[config.mk]
export PLATFORM = sky130hd
export DESIGN_NAME = mrc_result_cmds
export DESIGN_NICKNAME = d
export VERILOG_FILES = /design/src/mrc_pkg.sv /design/src/mrc_gap_detect.sv /design/src/mrc_result_cmds.sv
export SDC_FILE = /design/constraint.sdc
export NUM_CORES = 1
export LEC_CHECK = 0
export BUFFER_PORTS_ARGS = -buffer_cell sky130_fd_sc_hd__buf_2
export CAP_MARGIN = 20
export CORE_MARGIN = 2
export CORE_UTILIZATION = 30
export CTS_CLUSTER_DIAMETER = 80
export DETAILED_ROUTE_END_ITERATION = 6
export PLACE_DENSITY_LB_ADDON = 0.05
export SLEW_MARGIN = 25
export SYNTH_ARGS = -nofsm -noshare
export SYNTH_HDL_FRONTEND = slang
export SYNTH_SLANG_ARGS = --single-unit
[constraint.sdc]
create_clock -name clk_sys_in -period 26.7 [get_ports clk_sys_in]
set_input_delay 0 -clock clk_sys_in [delete_from_list [all_inputs] [get_ports clk_sys_in]]
set_output_delay 0 -clock clk_sys_in [all_outputs]
set_load 0.005 [all_outputs]
[src/mrc_pkg.sv]
package mrc_pkg;

  // ****************************************
  // Register map
  // ****************************************
  localparam logic [7:0] OFS_CTRL = 8'h00;
  localparam logic [7:0] OFS_CMD  = 8'h04;
  localparam logic [7:0] OFS_STAT = 8'h08;

  // CTRL fields
  localparam int CTRL_QUIET_BIT   = 0;
  localparam int CTRL_VERBOSE_BIT = 1;
  localparam int CTRL_XSET_LSB    = 2;
  localparam int CTRL_GAP_BIT     = 5;

  // CMD fields
  localparam int CMD_OP_LSB  = 0;
  localparam int CMD_IDX_LSB = 8;
  localparam int CMD_VAL_LSB = 16;

  // STAT fields
  localparam int STAT_CODE_LSB = 8;
  localparam int STAT_BUSY_BIT = 12;
  localparam int STAT_ERR_BIT  = 13;
  localparam int STAT_HUNG_BIT = 14;

  localparam logic [1:0] OP_PEEK = 2'h1;
  localparam logic [1:0] OP_POKE = 2'h2;

  // ****************************************
  // Reset values and limits
  // ****************************************
  localparam logic       RST_QUIET   = 1'h0;
  localparam logic       RST_VERBOSE = 1'h1;
  localparam logic [2:0] RST_XSET    = 3'h4;
  localparam logic       RST_GAP_EN  = 1'h0;
  localparam logic [2:0] XSET_MAX    = 3'h4;
  localparam int         NUM_REGS    = 28;
  localparam logic [7:0] IDX_MAX     = 8'h1B;
  localparam logic [8:0] VAL_MAX     = 9'h0FF;

  // ****************************************
  // Result codes
  // ****************************************
  localparam logic [3:0] RC_OK      = 4'h0;
  localparam logic [3:0] RC_CONNECT = 4'h1;
  localparam logic [3:0] RC_NOCARR  = 4'h3;
  localparam logic [3:0] RC_ERROR   = 4'h4;
  localparam logic [3:0] RC_NOTONE  = 4'h6;
  localparam logic [3:0] RC_BUSY    = 4'h7;
  localparam logic [3:0] RC_CONFAST = 4'hA;

  // ****************************************
  // Timing
  // ****************************************
  localparam int  CLK_HZ       = 10_000_000;
  localparam real LONG_GAP_S   = 1.6;
  localparam int  LONG_GAP_CYC = int'($ceil(LONG_GAP_S * CLK_HZ));

  // ****************************************
  // Types
  // ****************************************
  typedef struct packed {
    logic       gap_en;
    logic [2:0] xset;
    logic       verbose;
    logic       quiet;
  } mrc_ctrl_t;

  typedef struct packed {
    logic full_msgs;
    logic wait_tone;
    logic tone_timeout;
    logic busy_detect;
  } mrc_policy_t;

  typedef struct packed {
    logic       write;
    logic [7:0] addr;
  } mrc_aphase_t;

  // Dialing and reporting policy per result set
  function automatic mrc_policy_t mrc_policy(input logic [2:0] xset);
    mrc_policy_t p;
    p = '0;
    case (xset)
      3'h0: p = '{1'b0, 1'b0, 1'b0, 1'b0};
      3'h1: p = '{1'b1, 1'b0, 1'b0, 1'b0};
      3'h2: p = '{1'b1, 1'b1, 1'b1, 1'b0};
      3'h3: p = '{1'b1, 1'b0, 1'b0, 1'b1};
      default: p = '{1'b1, 1'b1, 1'b1, 1'b1};
    endcase
    return p;
  endfunction : mrc_policy

endpackage : mrc_pkg

[src/mrc_gap_detect.sv]
`timescale 1ns/1ps

module mrc_gap_detect #(
  parameter int GAP_CYC = 16_000_000
) (
  // Clock and reset
  input  wire logic clk_sys_in,
  input  wire logic rst_in,
  // Control and line state
  input  wire logic enable_in,
  input  wire logic online_in,
  input  wire logic space_in,
  // Disconnect request
  output logic      hangup_out
);

  logic [31:0] cnt_q;
  logic        fired_q;

  // ****************************************
  // Continuous space timer
  // ****************************************
  always_ff @(posedge clk_sys_in or posedge rst_in) begin
    if (rst_in) begin
      cnt_q <= 32'h0;
    end else if (!(enable_in && online_in && space_in)) begin
      cnt_q <= 32'h0;
    end else if (cnt_q < 32'(GAP_CYC)) begin
      cnt_q <= cnt_q + 32'h1;
    end
  end

  // One pulse per gap
  always_ff @(posedge clk_sys_in or posedge rst_in) begin
    if (rst_in) begin
      fired_q    <= 1'b0;
      hangup_out <= 1'b0;
    end else begin
      hangup_out <= 1'b0;
      if (cnt_q == 32'h0) begin
        fired_q <= 1'b0;
      end else if (cnt_q == 32'(GAP_CYC) && !fired_q) begin
        fired_q    <= 1'b1;
        hangup_out <= 1'b1;
      end
    end
  end

endmodule : mrc_gap_detect

[src/mrc_result_cmds.sv]
// Added by the designer: the AHB-Lite interface to the registers and the address map.
`timescale 1ns/1ps

module mrc_result_cmds
  import mrc_pkg::*;
#(
  parameter int GAP_CYC = LONG_GAP_CYC
) (
  // Clock and reset
  input  wire logic        clk_sys_in,
  input  wire logic        rst_in,
  // AHB-Lite slave
  input  wire logic        hsel_in,
  input  wire logic [31:0] haddr_in,
  input  wire logic [1:0]  htrans_in,
  input  wire logic        hwrite_in,
  input  wire logic [2:0]  hsize_in,
  input  wire logic [31:0] hwdata_in,
  input  wire logic        hready_in,
  output logic      [31:0] hrdata_out,
  output logic             hreadyout_out,
  output logic             hresp_out,
  // Result characters to host
  output logic      [7:0]  tx_char_out,
  output logic             tx_valid_out,
  input  wire logic        tx_ready_in,
  // Line events from data pump
  input  wire logic        online_in,
  input  wire logic        rx_space_in,
  input  wire logic        connect_in,
  input  wire logic        fast_link_in,
  input  wire logic        busy_tone_in,
  input  wire logic        no_tone_in,
  // Dialing policy and disconnect
  output logic             full_msgs_out,
  output logic             wait_dial_tone_out,
  output logic             tone_timeout_en_out,
  output logic             busy_detect_en_out,
  output logic             hangup_out
);

  // ****************************************
  // Declarations
  // ****************************************
  typedef enum logic [1:0] {
    ST_IDLE = 2'b01,
    ST_SEND = 2'b10
  } mrc_state_t;

  mrc_ctrl_t   ctrl_q;
  mrc_policy_t pol;
  mrc_aphase_t ap_q;
  logic        ap_vld_q;
  logic [7:0]  regs_q [NUM_REGS];
  logic [7:0]  peek_q;
  logic        err_q;
  logic        hung_q;
  logic [3:0]  last_code_q;
  logic        pend_q;
  logic [3:0]  pend_code_q;
  mrc_state_t  st_q;
  logic [127:0] txt_q;
  logic [127:0] start_txt;
  logic [3:0]  len_q;
  logic [3:0]  pos_q;
  logic [5:0]  sync1_q;
  logic [5:0]  sync2_q;
  logic [5:0]  prev_q;
  logic [5:0]  rise;
  logic        gap_hup;
  logic        wr_now;
  logic        cmd_wr;
  logic        ctrl_wr;
  logic [1:0]  cmd_op;
  logic [7:0]  cmd_idx;
  logic [8:0]  cmd_val;
  logic        cmd_bad;
  logic        ev_vld;
  logic [3:0]  ev_code;
  logic        start;
  logic [3:0]  start_code;

  // ****************************************
  // Result text
  // ****************************************
  function automatic logic [127:0] res_text(input logic [3:0] code, input logic verbose);
    logic [127:0] t;
    t = '0;
    if (verbose) begin
      case (code)
        RC_OK:      t = 128'("OK\r\n");
        RC_CONNECT: t = 128'("CONNECT\r\n");
        RC_NOCARR:  t = 128'("NO CARRIER\r\n");
        RC_ERROR:   t = 128'("ERROR\r\n");
        RC_NOTONE:  t = 128'("NO DIALTONE\r\n");
        RC_BUSY:    t = 128'("BUSY\r\n");
        RC_CONFAST: t = 128'("CONNECT 2400\r\n");
        default:    t = 128'("ERROR\r\n");
      endcase
    end else if (code > 4'h9) begin
      t = {104'h0, 8'h31, 8'(8'h30 + code - 4'hA), 8'h0D};
    end else begin
      t = {112'h0, 8'(8'h30 + code), 8'h0D};
    end
    return t;
  endfunction : res_text

  function automatic logic [3:0] res_len(input logic [127:0] t);
    logic [3:0] n;
    n = 4'h0;
    for (int i = 0; i < 16; i++) begin
      if (t[8*i +: 8] != 8'h00) begin
        n = 4'(i + 1);
      end
    end
    return n;
  endfunction : res_len

  // ****************************************
  // Pin synchronisers
  // ****************************************
  always_ff @(posedge clk_sys_in or posedge rst_in) begin
    if (rst_in) begin
      sync1_q <= 6'h00;
      sync2_q <= 6'h00;
      prev_q  <= 6'h00;
    end else begin
      sync1_q <= {no_tone_in, busy_tone_in, fast_link_in,
                  connect_in, rx_space_in, online_in};
      sync2_q <= sync1_q;
      prev_q  <= sync2_q;
    end
  end

  assign rise = sync2_q & ~prev_q;

  // ****************************************
  // Dialing policy
  // ****************************************
  assign pol                 = mrc_policy(ctrl_q.xset);
  assign full_msgs_out       = pol.full_msgs;
  assign wait_dial_tone_out  = pol.wait_tone;
  assign tone_timeout_en_out = pol.tone_timeout;
  assign busy_detect_en_out  = pol.busy_detect;

  // ****************************************
  // Long space disconnect
  // ****************************************
  mrc_gap_detect #(
    .GAP_CYC    (GAP_CYC)
  ) u_gap (
    .clk_sys_in (clk_sys_in),
    .rst_in     (rst_in),
    .enable_in  (ctrl_q.gap_en),
    .online_in  (sync2_q[0]),
    .space_in   (sync2_q[1]),
    .hangup_out (gap_hup)
  );

  always_ff @(posedge clk_sys_in or posedge rst_in) begin
    if (rst_in) begin
      hangup_out <= 1'b0;
      hung_q     <= 1'b0;
    end else begin
      hangup_out <= gap_hup;
      if (gap_hup) begin
        hung_q <= 1'b1;
      end else if (rise[0]) begin
        hung_q <= 1'b0;
      end
    end
  end

  // ****************************************
  // AHB-Lite slave
  // ****************************************
  assign hreadyout_out = 1'b1;
  assign hresp_out     = 1'b0;

  always_ff @(posedge clk_sys_in or posedge rst_in) begin
    if (rst_in) begin
      ap_vld_q <= 1'b0;
      ap_q     <= '0;
    end else if (hready_in) begin
      ap_vld_q <= hsel_in && htrans_in[1] && hwrite_in;
      ap_q     <= '{hwrite_in, haddr_in[7:0]};
    end
  end

  always_ff @(posedge clk_sys_in or posedge rst_in) begin
    if (rst_in) begin
      hrdata_out <= 32'h0;
    end else if (hready_in && hsel_in && htrans_in[1] && !hwrite_in) begin
      case (haddr_in[7:0])
        OFS_CTRL: hrdata_out <= {26'h0, ctrl_q};
        OFS_STAT: hrdata_out <= {17'h0, hung_q, err_q, (st_q == ST_SEND) || pend_q,
                                 last_code_q, peek_q};
        default:  hrdata_out <= 32'h0;
      endcase
    end
  end

  assign wr_now  = ap_vld_q && ap_q.write;
  assign ctrl_wr = wr_now && (ap_q.addr == OFS_CTRL);
  assign cmd_wr  = wr_now && (ap_q.addr == OFS_CMD);
  assign cmd_op  = hwdata_in[CMD_OP_LSB +: 2];
  assign cmd_idx = hwdata_in[CMD_IDX_LSB +: 8];
  assign cmd_val = hwdata_in[CMD_VAL_LSB +: 9];
  assign cmd_bad = (cmd_idx > IDX_MAX) ||
                   ((cmd_op == OP_POKE) && (cmd_val > VAL_MAX));

  // ****************************************
  // Option settings
  // ****************************************
  always_ff @(posedge clk_sys_in or posedge rst_in) begin
    if (rst_in) begin
      ctrl_q <= '{RST_GAP_EN, RST_XSET, RST_VERBOSE, RST_QUIET};
    end else if (ctrl_wr) begin
      ctrl_q.quiet   <= hwdata_in[CTRL_QUIET_BIT];
      ctrl_q.verbose <= hwdata_in[CTRL_VERBOSE_BIT];
      ctrl_q.gap_en  <= hwdata_in[CTRL_GAP_BIT];
      if (hwdata_in[CTRL_XSET_LSB +: 3] <= XSET_MAX) begin
        ctrl_q.xset <= hwdata_in[CTRL_XSET_LSB +: 3];
      end
    end
  end

  // ****************************************
  // Configuration registers
  // ****************************************
  always_ff @(posedge clk_sys_in or posedge rst_in) begin
    if (rst_in) begin
      for (int i = 0; i < NUM_REGS; i++) begin
        regs_q[i] <= 8'h00;
      end
    end else if (cmd_wr && (cmd_op == OP_POKE) && !cmd_bad) begin
      regs_q[5'(cmd_idx)] <= cmd_val[7:0];
    end
  end

  always_ff @(posedge clk_sys_in or posedge rst_in) begin
    if (rst_in) begin
      peek_q <= 8'h00;
      err_q  <= 1'b0;
    end else if (cmd_wr) begin
      err_q <= cmd_bad || !(cmd_op inside {OP_PEEK, OP_POKE});
      if ((cmd_op == OP_PEEK) && !cmd_bad) begin
        peek_q <= regs_q[5'(cmd_idx)];
      end
    end
  end

  // ****************************************
  // Command result pending slot
  // ****************************************
  always_ff @(posedge clk_sys_in or posedge rst_in) begin
    if (rst_in) begin
      pend_q      <= 1'b0;
      pend_code_q <= RC_OK;
    end else if (cmd_wr) begin
      pend_q      <= 1'b1;
      pend_code_q <= (cmd_bad || !(cmd_op inside {OP_PEEK, OP_POKE})) ?
                     RC_ERROR : RC_OK;
    end else if (start || ctrl_q.quiet) begin
      pend_q <= 1'b0;
    end
  end

  // ****************************************
  // Line event results
  // ****************************************
  always_comb begin
    ev_vld  = 1'b0;
    ev_code = RC_OK;
    if (gap_hup) begin
      ev_vld  = 1'b1;
      ev_code = RC_NOCARR;
    end else if (rise[5] && pol.wait_tone) begin
      ev_vld  = 1'b1;
      ev_code = RC_NOTONE;
    end else if (rise[4]) begin
      ev_vld  = 1'b1;
      ev_code = pol.busy_detect ? RC_BUSY : RC_NOCARR;
    end else if (rise[2]) begin
      ev_vld  = 1'b1;
      ev_code = (pol.full_msgs && sync2_q[3]) ? RC_CONFAST : RC_CONNECT;
    end
  end

  always_comb begin
    start      = 1'b0;
    start_code = RC_OK;
    if ((st_q == ST_IDLE) && !ctrl_q.quiet) begin
      if (pend_q) begin
        start      = 1'b1;
        start_code = pend_code_q;
      end else if (ev_vld) begin
        start      = 1'b1;
        start_code = ev_code;
      end
    end
  end

  always_ff @(posedge clk_sys_in or posedge rst_in) begin
    if (rst_in) begin
      last_code_q <= RC_OK;
    end else if (start) begin
      last_code_q <= start_code;
    end else if (ev_vld && (st_q == ST_IDLE)) begin
      last_code_q <= ev_code;
    end
  end

  // ****************************************
  // Result transmitter
  // ****************************************
  assign start_txt = res_text(start_code, ctrl_q.verbose);

  always_ff @(posedge clk_sys_in or posedge rst_in) begin
    if (rst_in) begin
      st_q  <= ST_IDLE;
      txt_q <= 128'h0;
      len_q <= 4'h0;
      pos_q <= 4'h0;
    end else begin
      case (st_q)
        ST_IDLE: begin
          if (start) begin
            txt_q <= start_txt;
            len_q <= res_len(start_txt);
            pos_q <= 4'h0;
            st_q  <= ST_SEND;
          end
        end
        ST_SEND: begin
          if (tx_ready_in) begin
            if (pos_q == len_q - 4'h1) begin
              st_q <= ST_IDLE;
            end
            pos_q <= pos_q + 4'h1;
          end
        end
        default: st_q <= ST_IDLE;
      endcase
    end
  end

  always_ff @(posedge clk_sys_in or posedge rst_in) begin
    if (rst_in) begin
      tx_char_out <= 8'h00;
    end else if (start) begin
      tx_char_out <= start_txt[8*(res_len(start_txt) - 4'h1) +: 8];
    end else if ((st_q == ST_SEND) && tx_ready_in && (pos_q != len_q - 4'h1)) begin
      tx_char_out <= txt_q[8*(len_q - pos_q - 4'h2) +: 8];
    end
  end

  assign tx_valid_out = (st_q == ST_SEND);

endmodule : mrc_result_cmds

# --- After elaboration in Yosys (flattened, before gate mapping) ---
# Index checks and enable logic that the tools add are counted.
word_totals:
  word_cells: 225
  out_inout_bits: 48
  reg_bits: 490
op_classes:
  order_cmp: 7
  bitwise_logic: 3
  shifts: 2
  add_sub_neg: 8
  reduce_logical: 64
  n_mux: 66
  n_eq_ne: 21
ops:
  columns: ["cell", "n"]
  rows:
  - ["111-bit case mux with 6 select lines", 1]
  - ["128-bit by 33-bit variable part select with 8-bit output", 2]
  - ["224-bit bitwise mux", 1]
  - ["128-bit two-way mux", 1]
  - ["8-bit nonzero test", 16]
  - ["4-bit two-way mux", 28]
  - ["32-bit two-way mux", 2]
  - ["8-bit binary-select mux with 5-bit select", 1]
  - ["8-bit demux with 5-bit select", 1]
  - ["8-bit two-way mux", 5]
  - ["32-bit by 1-bit adder with 32-bit output (second input constant)", 1]
  - ["32-bit by 24-bit == test with 1-bit output (second input constant)", 1]
  - ["32-bit zero test", 1]
  - ["32-bit by 24-bit < comparator with 1-bit output (second input constant)", 1]
  - ["15-bit case mux with 2 select lines", 1]
  - ["1-bit logical AND", 22]
  - ["22-bit two-way mux", 1]
  - ["8-bit zero test", 2]
  - ["1-bit two-way mux", 16]
  - ["4-bit case mux with 4 select lines", 1]
  - ["2-bit nonzero test", 7]
  - ["9-bit by 8-bit greater-than comparator with 1-bit output (second input constant)", 1]
  - ["4-bit by 3-bit == test with 1-bit output (second input constant)", 2]
  - ["8-bit by 3-bit == test with 1-bit output (second input constant)", 1]
  - ["other kinds (37)", 55]

# --- Depth between registers and ports, before layout ---
# Gate-level depths: netlist (run 1).
depth:
  depth_word: 36
  mapped_depth: 19
  mapped_depth_nobuf: 16

# --- Hierarchy ---
# A second synthesis (run 1) with hierarchy kept.
unflattened:
  cells_unflattened: 1524
  area_unflattened_um2: 18682.9
by_module_without_submodules:
  columns: ["module", "area_each_um2", "instances", "cells_per_inst", "seq_area_each_um2"]
  rows:
  - ["mrc_result_cmds", 16902.5, 1, 1337, 8687.1]
  - ["mrc_gap_detect", 1780.5, 1, 187, 850.8]

# --- Worst setup path before layout (run 1) ---
# No wires, ideal clock.
synth_path:
  kind: "register -> register"
  startpoint: "reg st_q[0]"
  endpoint: "reg tx_char_out[0]"
  path_stages_with_launch: 19
  setup_time_ns: 0.126
  path_buffers: 4
  t_required_ns: 26.574
  t_arrival_ns: 3.585
  setup_slack_ns: 22.989
  cell_sequence: "dfstp_2 -> nand2b_4 -> or3_1 -> buf_2 -> or3_4 -> buf_6 -> nand4_4 -> o221a_2 -> o21ai_4 -> inv_1 -> ha_1 -> clkbuf_1 -> nand3_1 -> o31ai_1 -> a21oi_1 -> buf_2 -> a32oi_1 -> nand3_1 -> a221o_1"
synth_via:
  elab_chain_len: 27
synth_lines:
  columns: ["item", "line", "text"]
  rows:
  - ["from (decl)", "mrc_result_cmds.sv:61", "mrc_state_t st_q;"]
  - ["from (signal assigned)", "mrc_result_cmds.sv:321", "st_q <= ST_IDLE;"]
  - ["from (signal assigned)", "mrc_result_cmds.sv:332", "st_q <= ST_SEND;"]
  - ["from (signal assigned)", "mrc_result_cmds.sv:338", "st_q <= ST_IDLE;"]
  - ["2-bit by 1-bit == test with 1-bit output", "mrc_result_cmds.sv:293", "if ((st_q == ST_IDLE) && !ctrl_q.quiet) begin"]
  - ["1-bit logical AND", "mrc_result_cmds.sv:293", null]
  - ["4-bit two-way mux", "mrc_result_cmds.sv:293", null]
  - ["6-bit by 4-bit adder with 7-bit output", "mrc_result_cmds.sv:101, mrc_result_cmds.sv:103", null]
  - ["8-bit by 4-bit subtractor with 8-bit output", "mrc_result_cmds.sv:101", "t = {104'h0, 8'h31, 8'(8'h30 + code - 4'hA), 8'h0D};"]
  - ["22-bit two-way mux", "mrc_result_cmds.sv:100", "end else if (code > 4'h9) begin"]
  - ["128-bit two-way mux", "mrc_result_cmds.sv:89", "if (verbose) begin"]
  - ["8-bit nonzero test", "mrc_result_cmds.sv:112", "if (t[8*i +: 8] != 8'h00) begin"]
  - ["4-bit two-way mux (2 in a row)", "mrc_result_cmds.sv:112", null]
  - ["4-bit two-way mux (13 in a row)", null, null]
  - ["4-bit two-way mux", "mrc_result_cmds.sv:351", "end else if (start) begin"]
  - ["4-bit by 1-bit subtractor with 5-bit output", "mrc_result_cmds.sv:352", "tx_char_out <= start_txt[8*(res_len(start_txt) - 4'h1) +: 8];"]
  - ["128-bit by 33-bit variable part select with 8-bit output", "mrc_result_cmds.sv:352", null]
  - ["8-bit two-way mux", "mrc_result_cmds.sv:351", null]
  - ["to (signal assigned)", "mrc_result_cmds.sv:352", null]
  - ["to (signal assigned)", "mrc_result_cmds.sv:354", "tx_char_out <= txt_q[8*(len_q - pos_q - 4'h2) +: 8];"]
  - ["to (decl)", "mrc_result_cmds.sv:24", "output logic [7:0] tx_char_out,"]
# Several ways; a longest one is shown, not always the timed one. The select of a mux whose other input is x is not followed.
# A chain may end at the register's enable or synchronous reset.

# --- Worst setup path after layout (run 1) ---
layout_path:
  startpoint: "reg sync2_q[2]"
  endpoint: "reg tx_char_out[3]"
layout_via:
  elab_chain_len: 32
layout_lines:
  columns: ["item", "line", "text"]
  rows:
  - ["from (decl)", "mrc_result_cmds.sv:67", "logic [5:0] sync2_q;"]
  - ["from (signal assigned)", "mrc_result_cmds.sv:130", "sync2_q <= sync1_q;"]
  - ["6-bit bitwise AND (*)", "mrc_result_cmds.sv:135", "assign rise = sync2_q & ~prev_q;"]
  - ["4-bit two-way mux / 1-bit two-way mux (equally long branches)", "mrc_result_cmds.sv:284", "end else if (rise[2]) begin"]
  - ["4-bit two-way mux / 1-bit two-way mux (equally long branches)", "mrc_result_cmds.sv:281", "end else if (rise[4]) begin"]
  - ["4-bit two-way mux / 1-bit two-way mux (equally long branches)", "mrc_result_cmds.sv:278", "end else if (rise[5] && pol.wait_tone) begin"]
  - ["4-bit two-way mux / 1-bit two-way mux (equally long branches)", "mrc_result_cmds.sv:275", "if (gap_hup) begin"]
  - ["4-bit two-way mux", "mrc_result_cmds.sv:297", "end else if (ev_vld) begin"]
  - ["4-bit two-way mux", "mrc_result_cmds.sv:294", "if (pend_q) begin"]
  - ["4-bit two-way mux", "mrc_result_cmds.sv:293", null]
  - ["(+3 left out)", null, null]
  - ["128-bit two-way mux", "mrc_result_cmds.sv:89", null]
  - ["8-bit nonzero test", "mrc_result_cmds.sv:112", null]
  - ["4-bit two-way mux (2 in a row)", "mrc_result_cmds.sv:112", null]
  - ["4-bit two-way mux (13 in a row)", null, null]
  - ["4-bit two-way mux", "mrc_result_cmds.sv:351", null]
  - ["4-bit by 1-bit subtractor with 5-bit output", "mrc_result_cmds.sv:352", null]
  - ["128-bit by 33-bit variable part select with 8-bit output", "mrc_result_cmds.sv:352", null]
  - ["8-bit two-way mux", "mrc_result_cmds.sv:351", null]
# Mark *: on every way between the ends. The rest lies on a longest branch, timed or not. The select of a mux whose other input is x is not followed.

==> metrics.yaml, run 1 <==
pre_cts_ws_ns: 21.61
die_w_microns: 252.6
hold_violations: 0
core.rowCount: 91
syn_area_per_cell_sq_um: 12.22
finClkSkew_ns: 0.02576
synthFlopType: "dfrtp_1"
hpwl_microns: 34190
worstRegToRegCells: 16
crit_path_cell_trace: "nor2b_1 > nor2_1 > a311oi_4 > buf_4 > a21oi_2 > o221a_2 > o21ai_4 > inv_1 > ha_1 > nand2b_1 > o31ai_1 > a21oi_1 > nand2_1 > o221ai_1 > o2111ai_1 > a41oi_1"
reg2reg_to: "tx_char_out[3]"
min_period_over_period_pct: 19.23
yosys_warnings: 0
grt_overflow: 0
drv_cap: 0
seq_area_sq_um: 9538
ios: 129
critPathMaxFanout: 22
syn_area_sq_um: 18540
track_usage_pct: 16.94
antenna_found_initial: 1
post-cts-setup-buffers: 0
hold_path_end: "sync1_q[5]"
crit_path_top_delay_cell: "a21oi_1"
crit_required_ns: 27.19
min_period_ns: 5.134
ir_drop_uv: 47.74
io_buffers: 71
hold_path.class: "in2reg"
setup-tns-final_ns: 0
cts_buffer_depth: 3
clock-root-buffer: "clkbuf_16"
final_cell_mix: "dfrtp_1 (378), mux2_2 (236), nand2_1 (147)"
drc: 0
arrival_ns: 5.62
critPathKind: "reg2reg"
fin_nets: 1695
status: "finished, final reports clean"
die_h_microns: 252.6
drtIter0Drc: 690
nFillCells: 6051
clock_latency_ns: 0.58
worst_pin_slew_ns: 0.9854
multi_input_area_sq_um: 8447
synth_edf_count: 0
fin_cells: 2421
drtPass1Iterations: 5
cts-hold-fix-buffers: 41
post_cts_resized: 0
drive_above_1_share_pct: 30.17
cp-end-kind: "flop"
power_leakage_nw: 9.976
whs_ns: 0.06240
die_area_sq_um: 63800
grt_pass1_vias: 13117
start_kind: "flop"
reg2reg_slack_ns: 21.57
ant_nets: 0
wl_per_cell_microns: 21.85
setup_viol: 0
hold_depth: 2
fmax_mhz: 194.8
drv_slew: 0
cts_sinks: 381
max_slew_margin_pct: 33.62
min_from: "no_tone_in"
vias: 12236
rsz0062_at_grt: "no"
syn_inst: 1517
clk_pin_slew_worst_paths_ns: 0.06
num_antenna_cells: 0
via_per_inst: 5.054
synthArstFlopShare_pct: 100.0
grt_pass1_wl_microns: 82330
globalplace.congestion: 0.8300
core-area_sq_um: 61370
routed_wirelength_microns: 52910
start_util_pct: 30.21
ys_seq_area_share_pct: 51.45
ys_types: 87
layout-area-overhead-vs-synth_pct: 15.93
final_common_cell: "dfrtp_1"
grt_max_degree: 117
cts_tree: "yes"
fin_util_pct: 35.02
worstReg2RegStart: "sync2_q[2]"
synth_seq_cells: 381
worst_slack_ns: 21.57
htreeDepth: 2
dpl.cell_count: 2301
numCtsBuffers: 46
powerDensity_nw_per_um2: 74.54
cp_slowest_stage_delay_ns: 0.70
==> metal layers <==
metal | track usage [%] | vias up | routed length [microns]
li1 | - | 5664 | -
met1 | 22.79 | 6288 | 24190
met2 | 27.97 | 199 | 25340
met3 | 2.451 | 85 | 1816
met4 | 5.782 | 0 | 1555
met5 | 0 | - | 0
==> area by class of cell <==
| type | instances | area share, % |
|---|---|---|
| Tap cell | 790 | 4.599 |
| Clock inverter | 13 | 1.019 |
| Multi-Input combinational cell | 1014 | 39.30 |
| Clock buffer | 66 | 5.985 |
| Sequential cell | 381 | 44.38 |
| Inverter | 28 | 0.5240 |
| Timing Repair Buffer | 129 | 4.186 |
==> how the worst max path moves through the flow <==
stage	from	cells past startpoint	end
after floorplan	rst_in	1	ap_q[0]
after global placement	sync2_q[2]	16	tx_char_out[3]
after detailed placement	sync2_q[2]	16	tx_char_out[3]
after CTS	sync2_q[2]	16	tx_char_out[3]
after global routing	sync2_q[2]	16	tx_char_out[3]
final	sync2_q[2]	16	tx_char_out[3]
==> critical path: cells and delay by family (launching register included) <==
family / cells / cell delay, ns
AO/OA/AOI/OAI: 9 / 2.64
AND/OR/NAND/NOR: 4 / 1.17
buffers and inverters: 2 / 0.50
flip-flops: 1 / 0.38
adder cells (fa/ha/maj): 1 / 0.36
==> registers in the layout, summed over array words and instances (netlist names), 2 cells and up <==
register and cells:
prev_q 4, regs_q 224, sync2_q 6, peek_q 8
st_q 2, tx_char_out 7, ctrl_q 6, pos_q 4
txt_q 43, ap_q 9, hrdata_out 15, sync1_q 6
len_q 4, u_gap.cnt_q 32, last_code_q 4
==> report_power, final <==
group          switching (mW)  internal (mW)
clock                   0.253          0.383
sequential             0.0272          0.615
combinational           0.193          0.130
total                   0.474           1.13
==> synth_stat cells, types with 4 or more instances <==
cell type | count | share of area [%]
nand3_1 | 38 | 1.0
inv_1 | 27 | 0.55
dfrtp_1 | 378 | 51
nand2_1 | 147 | 3.0
or3_1 | 5 | 0.17
clkbuf_1 | 51 | 1.0
ha_1 | 13 | 0.88
a221oi_1 | 6 | 0.28
buf_4 | 21 | 0.85
o211ai_1 | 4 | 0.16
nor4_1 | 11 | 0.37
and2_1 | 13 | 0.44
a211oi_1 | 9 | 0.36
xnor2_1 | 18 | 0.85
nor3_1 | 26 | 0.70
nand2b_1 | 7 | 0.24
xor2_1 | 14 | 0.66
a21oi_1 | 31 | 0.84
and3_1 | 8 | 0.27
mux4_2 | 69 | 8.4
nor2b_1 | 10 | 0.34
o21ai_0 | 51 | 1.4
o21a_1 | 4 | 0.16
a31oi_1 | 19 | 0.64
o22a_1 | 4 | 0.19
nor2_1 | 102 | 2.1
o31ai_1 | 6 | 0.24
buf_2 | 10 | 0.27
o22ai_1 | 5 | 0.17
mux2i_1 | 29 | 1.6
a21o_1 | 8 | 0.32
mux2_2 | 236 | 14
a22o_1 | 13 | 0.61
nand4_1 | 15 | 0.51
buf_1 | 28 | 0.57
==> kinds of logic after synthesis <==
| logic type | Yosys count | synth area share (%) |
|---|---|---|
| flops | 381 | 51.45 |
| simple gates | 412 | 10.68 |
| buf+inv | 140 | 3.408 |
| compound gates | 202 | 7.640 |
| fa+ha+maj | 14 | 0.9854 |
| other cells | 2 | 0.04051 |
| mux | 334 | 24.28 |
| xor+xnor | 32 | 1.512 |
==> through the flow <==
step / instance area (sq um) / total power, mW
final: 21490 / 1.602
after global placement: 19570 / 0.9737
after CTS: 21480 / 1.633
after global routing: 21490 / 1.690
after floorplan: 18610 / 0.8788
after detailed placement: 19570 / 0.9753
(Power assumes the default switching activity.)
==> inputs of run 2 (changes only) <==
- clock period: 26.7 -> 5.32 ns (I/O delays scaled with it)
==> run 2 against run 1 <==
Non-clock buffer count increased by 10. Sequential power grew to 5.0 times the previous value. Die area did not move. Critical path type unchanged. Critical endpoint unchanged.
==> metrics.yaml, run 2 (synthesis gave the netlist of run 1 again) <==
cts_sinks: 381  # unchanged
power_leakage_nw: 10.09  # was 9.976 nW
fmax_mhz: 220.2  # was 194.8 MHz
start_util_pct: 30.21  # unchanged
largest_reg_flops: 224  # unchanged
grt_pass1_wl_microns: 82030  # was 82330 microns
antenna_found_initial: 1  # unchanged
min_period_ns: 4.542  # was 5.134 ns
grt_max_degree: 168  # was 117
ir_drop_uv: 205.6  # was 47.74 uV
critPathKind: "reg2reg"  # unchanged
powerDensity_nw_per_um2: 379.0  # was 74.54 nW/um^2
cp-end-kind: "flop"  # unchanged
drc: 0  # unchanged
arrival_ns: 5.03  # was 5.62 ns
rsz0062_at_grt: "no"  # unchanged
drv_cap: 0  # unchanged
worstRegToRegCells: 15  # was 16
grt_overflow: 0  # unchanged
cts_tree: "yes"  # unchanged
setup_viol: 0  # unchanged
clock-root-buffer: "clkbuf_16"  # unchanged
clockPowerShare_pct: 40.6  # was 39.7%
clock_latency_ns: 0.58  # about the same
largestRegisters: "regs_q x224, txt_q x43, u_gap.cnt_q x32"  # unchanged
fin_cells: 2435  # was 2421
ios: 129  # unchanged
max_slew_margin_pct: 28.71  # was 33.62%
critPathMaxFanout: 10  # was 22
hpwl_microns: 34700  # was 34190 microns
htreeDepth: 2  # unchanged
min_period_over_period_pct: 85.38  # was 19.23%
globalplace.congestion: 0.8524  # was 0.8300
core-area_sq_um: 61370  # unchanged
crit_required_ns: 5.81  # was 27.19 ns
power_frac_comb_pct: 20.2  # about the same
dpl.cell_count: 2310  # was 2301
die_h_microns: 252.6  # unchanged
vias: 12281  # was 12236
layout-area-overhead-vs-synth_pct: 17.05  # was 15.93%
final_cell_mix: "dfrtp_1 (378), mux2_2 (236), nand2_1 (147)"  # unchanged
netSwitchingFraction_pct: 29.35  # was 29.56%
clk_pin_slew_worst_paths_ns: 0.06  # about the same
io_buffers: 71  # unchanged
power.internal_mw: 5.810  # was 1.128 mW
start_kind: "flop"  # unchanged
track_usage_pct: 16.89  # was 16.94%
finClkSkew_ns: 0.03174  # was 0.02576 ns
die_w_microns: 252.6  # unchanged
wl_per_cell_microns: 21.70  # was 21.85 microns
whs_ns: 0.01739  # was 0.06240 ns
drtIter0Drc: 555  # was 690
hold_depth: 4  # was 2
core.rowCount: 91  # unchanged
reg2reg_slack_ns: 0.78  # was 21.57 ns
fin_nets: 1704  # was 1695
status: "finished, final reports clean"  # unchanged
finalPower_mw: 8.223  # was 1.602 mW
drtPass1Iterations: 5  # unchanged
ant_nets: 0  # unchanged
setup-tns-final_ns: 0  # unchanged
drv_slew: 0  # unchanged
die_area_sq_um: 63800  # unchanged
regMostFlops: "regs_q"  # unchanged
hold_path.class: "in2reg"  # unchanged
numCtsBuffers: 45  # was 46
cts_buffer_depth: 3  # unchanged
p_sw_mw: 2.413  # was 0.4735 mW
grt_pass1_vias: 12901  # was 13117
routed_wirelength_microns: 52840  # was 52910 microns
final_common_cell: "dfrtp_1"  # unchanged
via_per_inst: 5.044  # was 5.054
drive_above_1_share_pct: 31.06  # was 30.17%
hold_violations: 0  # unchanged
num_antenna_cells: 0  # unchanged
p_seq_share_pct: 39.2  # was 40.1%
worst_pin_slew_ns: 1.058  # was 0.9854 ns
==> run 2: final timing paths <==
path / start / endpoint
min reg2reg: sync1_q[4] / sync2_q[4]
max in group asynchronous: rst_in / regs_q[24]
max reg2reg: u_gap.hangup_out / tx_char_out[3]
min in group asynchronous: rst_in / u_gap.cnt_q[7]
min: hwdata_in[14] / err_q
max: u_gap.hangup_out / tx_char_out[3]
==> run 2: layout make-up <==
cell class	count	area, sq um
Fill cell	6069	39670
Sequential cell	381	9538
Multi-Input combinational cell	1014	8442
Clock buffer	63	1294
Timing Repair Buffer	139	1020
Tap cell	790	988.4
Clock inverter	20	307.8
Inverter	28	108.9
==> run 2: worst max-delay path, stage by stage (launching register included) <==
cell       delay [ns]
dfrtp_1          0.60
nor2_1           0.13
a32oi_1          0.29
a21boi_2         0.49
nand2_1          0.36
o221a_2          0.25
o21ai_4          0.25
inv_1            0.10
ha_1             0.33
nand2b_1         0.27
o31ai_1          0.15
a21oi_1          0.44
nand2_1          0.19
o221ai_1         0.20
o2111ai_1        0.17
a41oi_1          0.24
==> run 2: stage by stage <==
step	cell area, sq um	util (%)	worst slack, ns
floorplan	18610	-	0.2024
global placement	19650	32.02	0.8509
detailed placement	19660	32.03	0.8404
CTS	21670	35.31	0.8294
global route	21700	35.36	0.4724
finish	21700	35.36	0.7778
==> run 2: timing repair <==
item                                   in CTS  in global routing
buffers inserted                            0                  0
gates resized for setup                     0                  0
endpoints found under the hold margin     180                  0
hold buffers                               41                  0
==> run 2: power groups by stage <==
stage	clock [mW]	sequential, mW	combinational [mW]
after floorplan	0	3.23	1.18
after global placement	0	3.28	1.63
after detailed placement	0	3.28	1.64
after CTS	3.46	3.23	1.67
after global routing	3.57	3.25	1.84
final	3.34	3.23	1.66
==> run 2: layer usage <==
metal / wire length (microns) / up-vias / GRT usage [%]
met2: 25950 / 189 / 28.49
li1: - / 5671 / -
met4: 988 / 0 / 4.243
met3: 1498 / 64 / 2.163
met5: 0 / - / 0
met1: 24410 / 6357 / 22.98
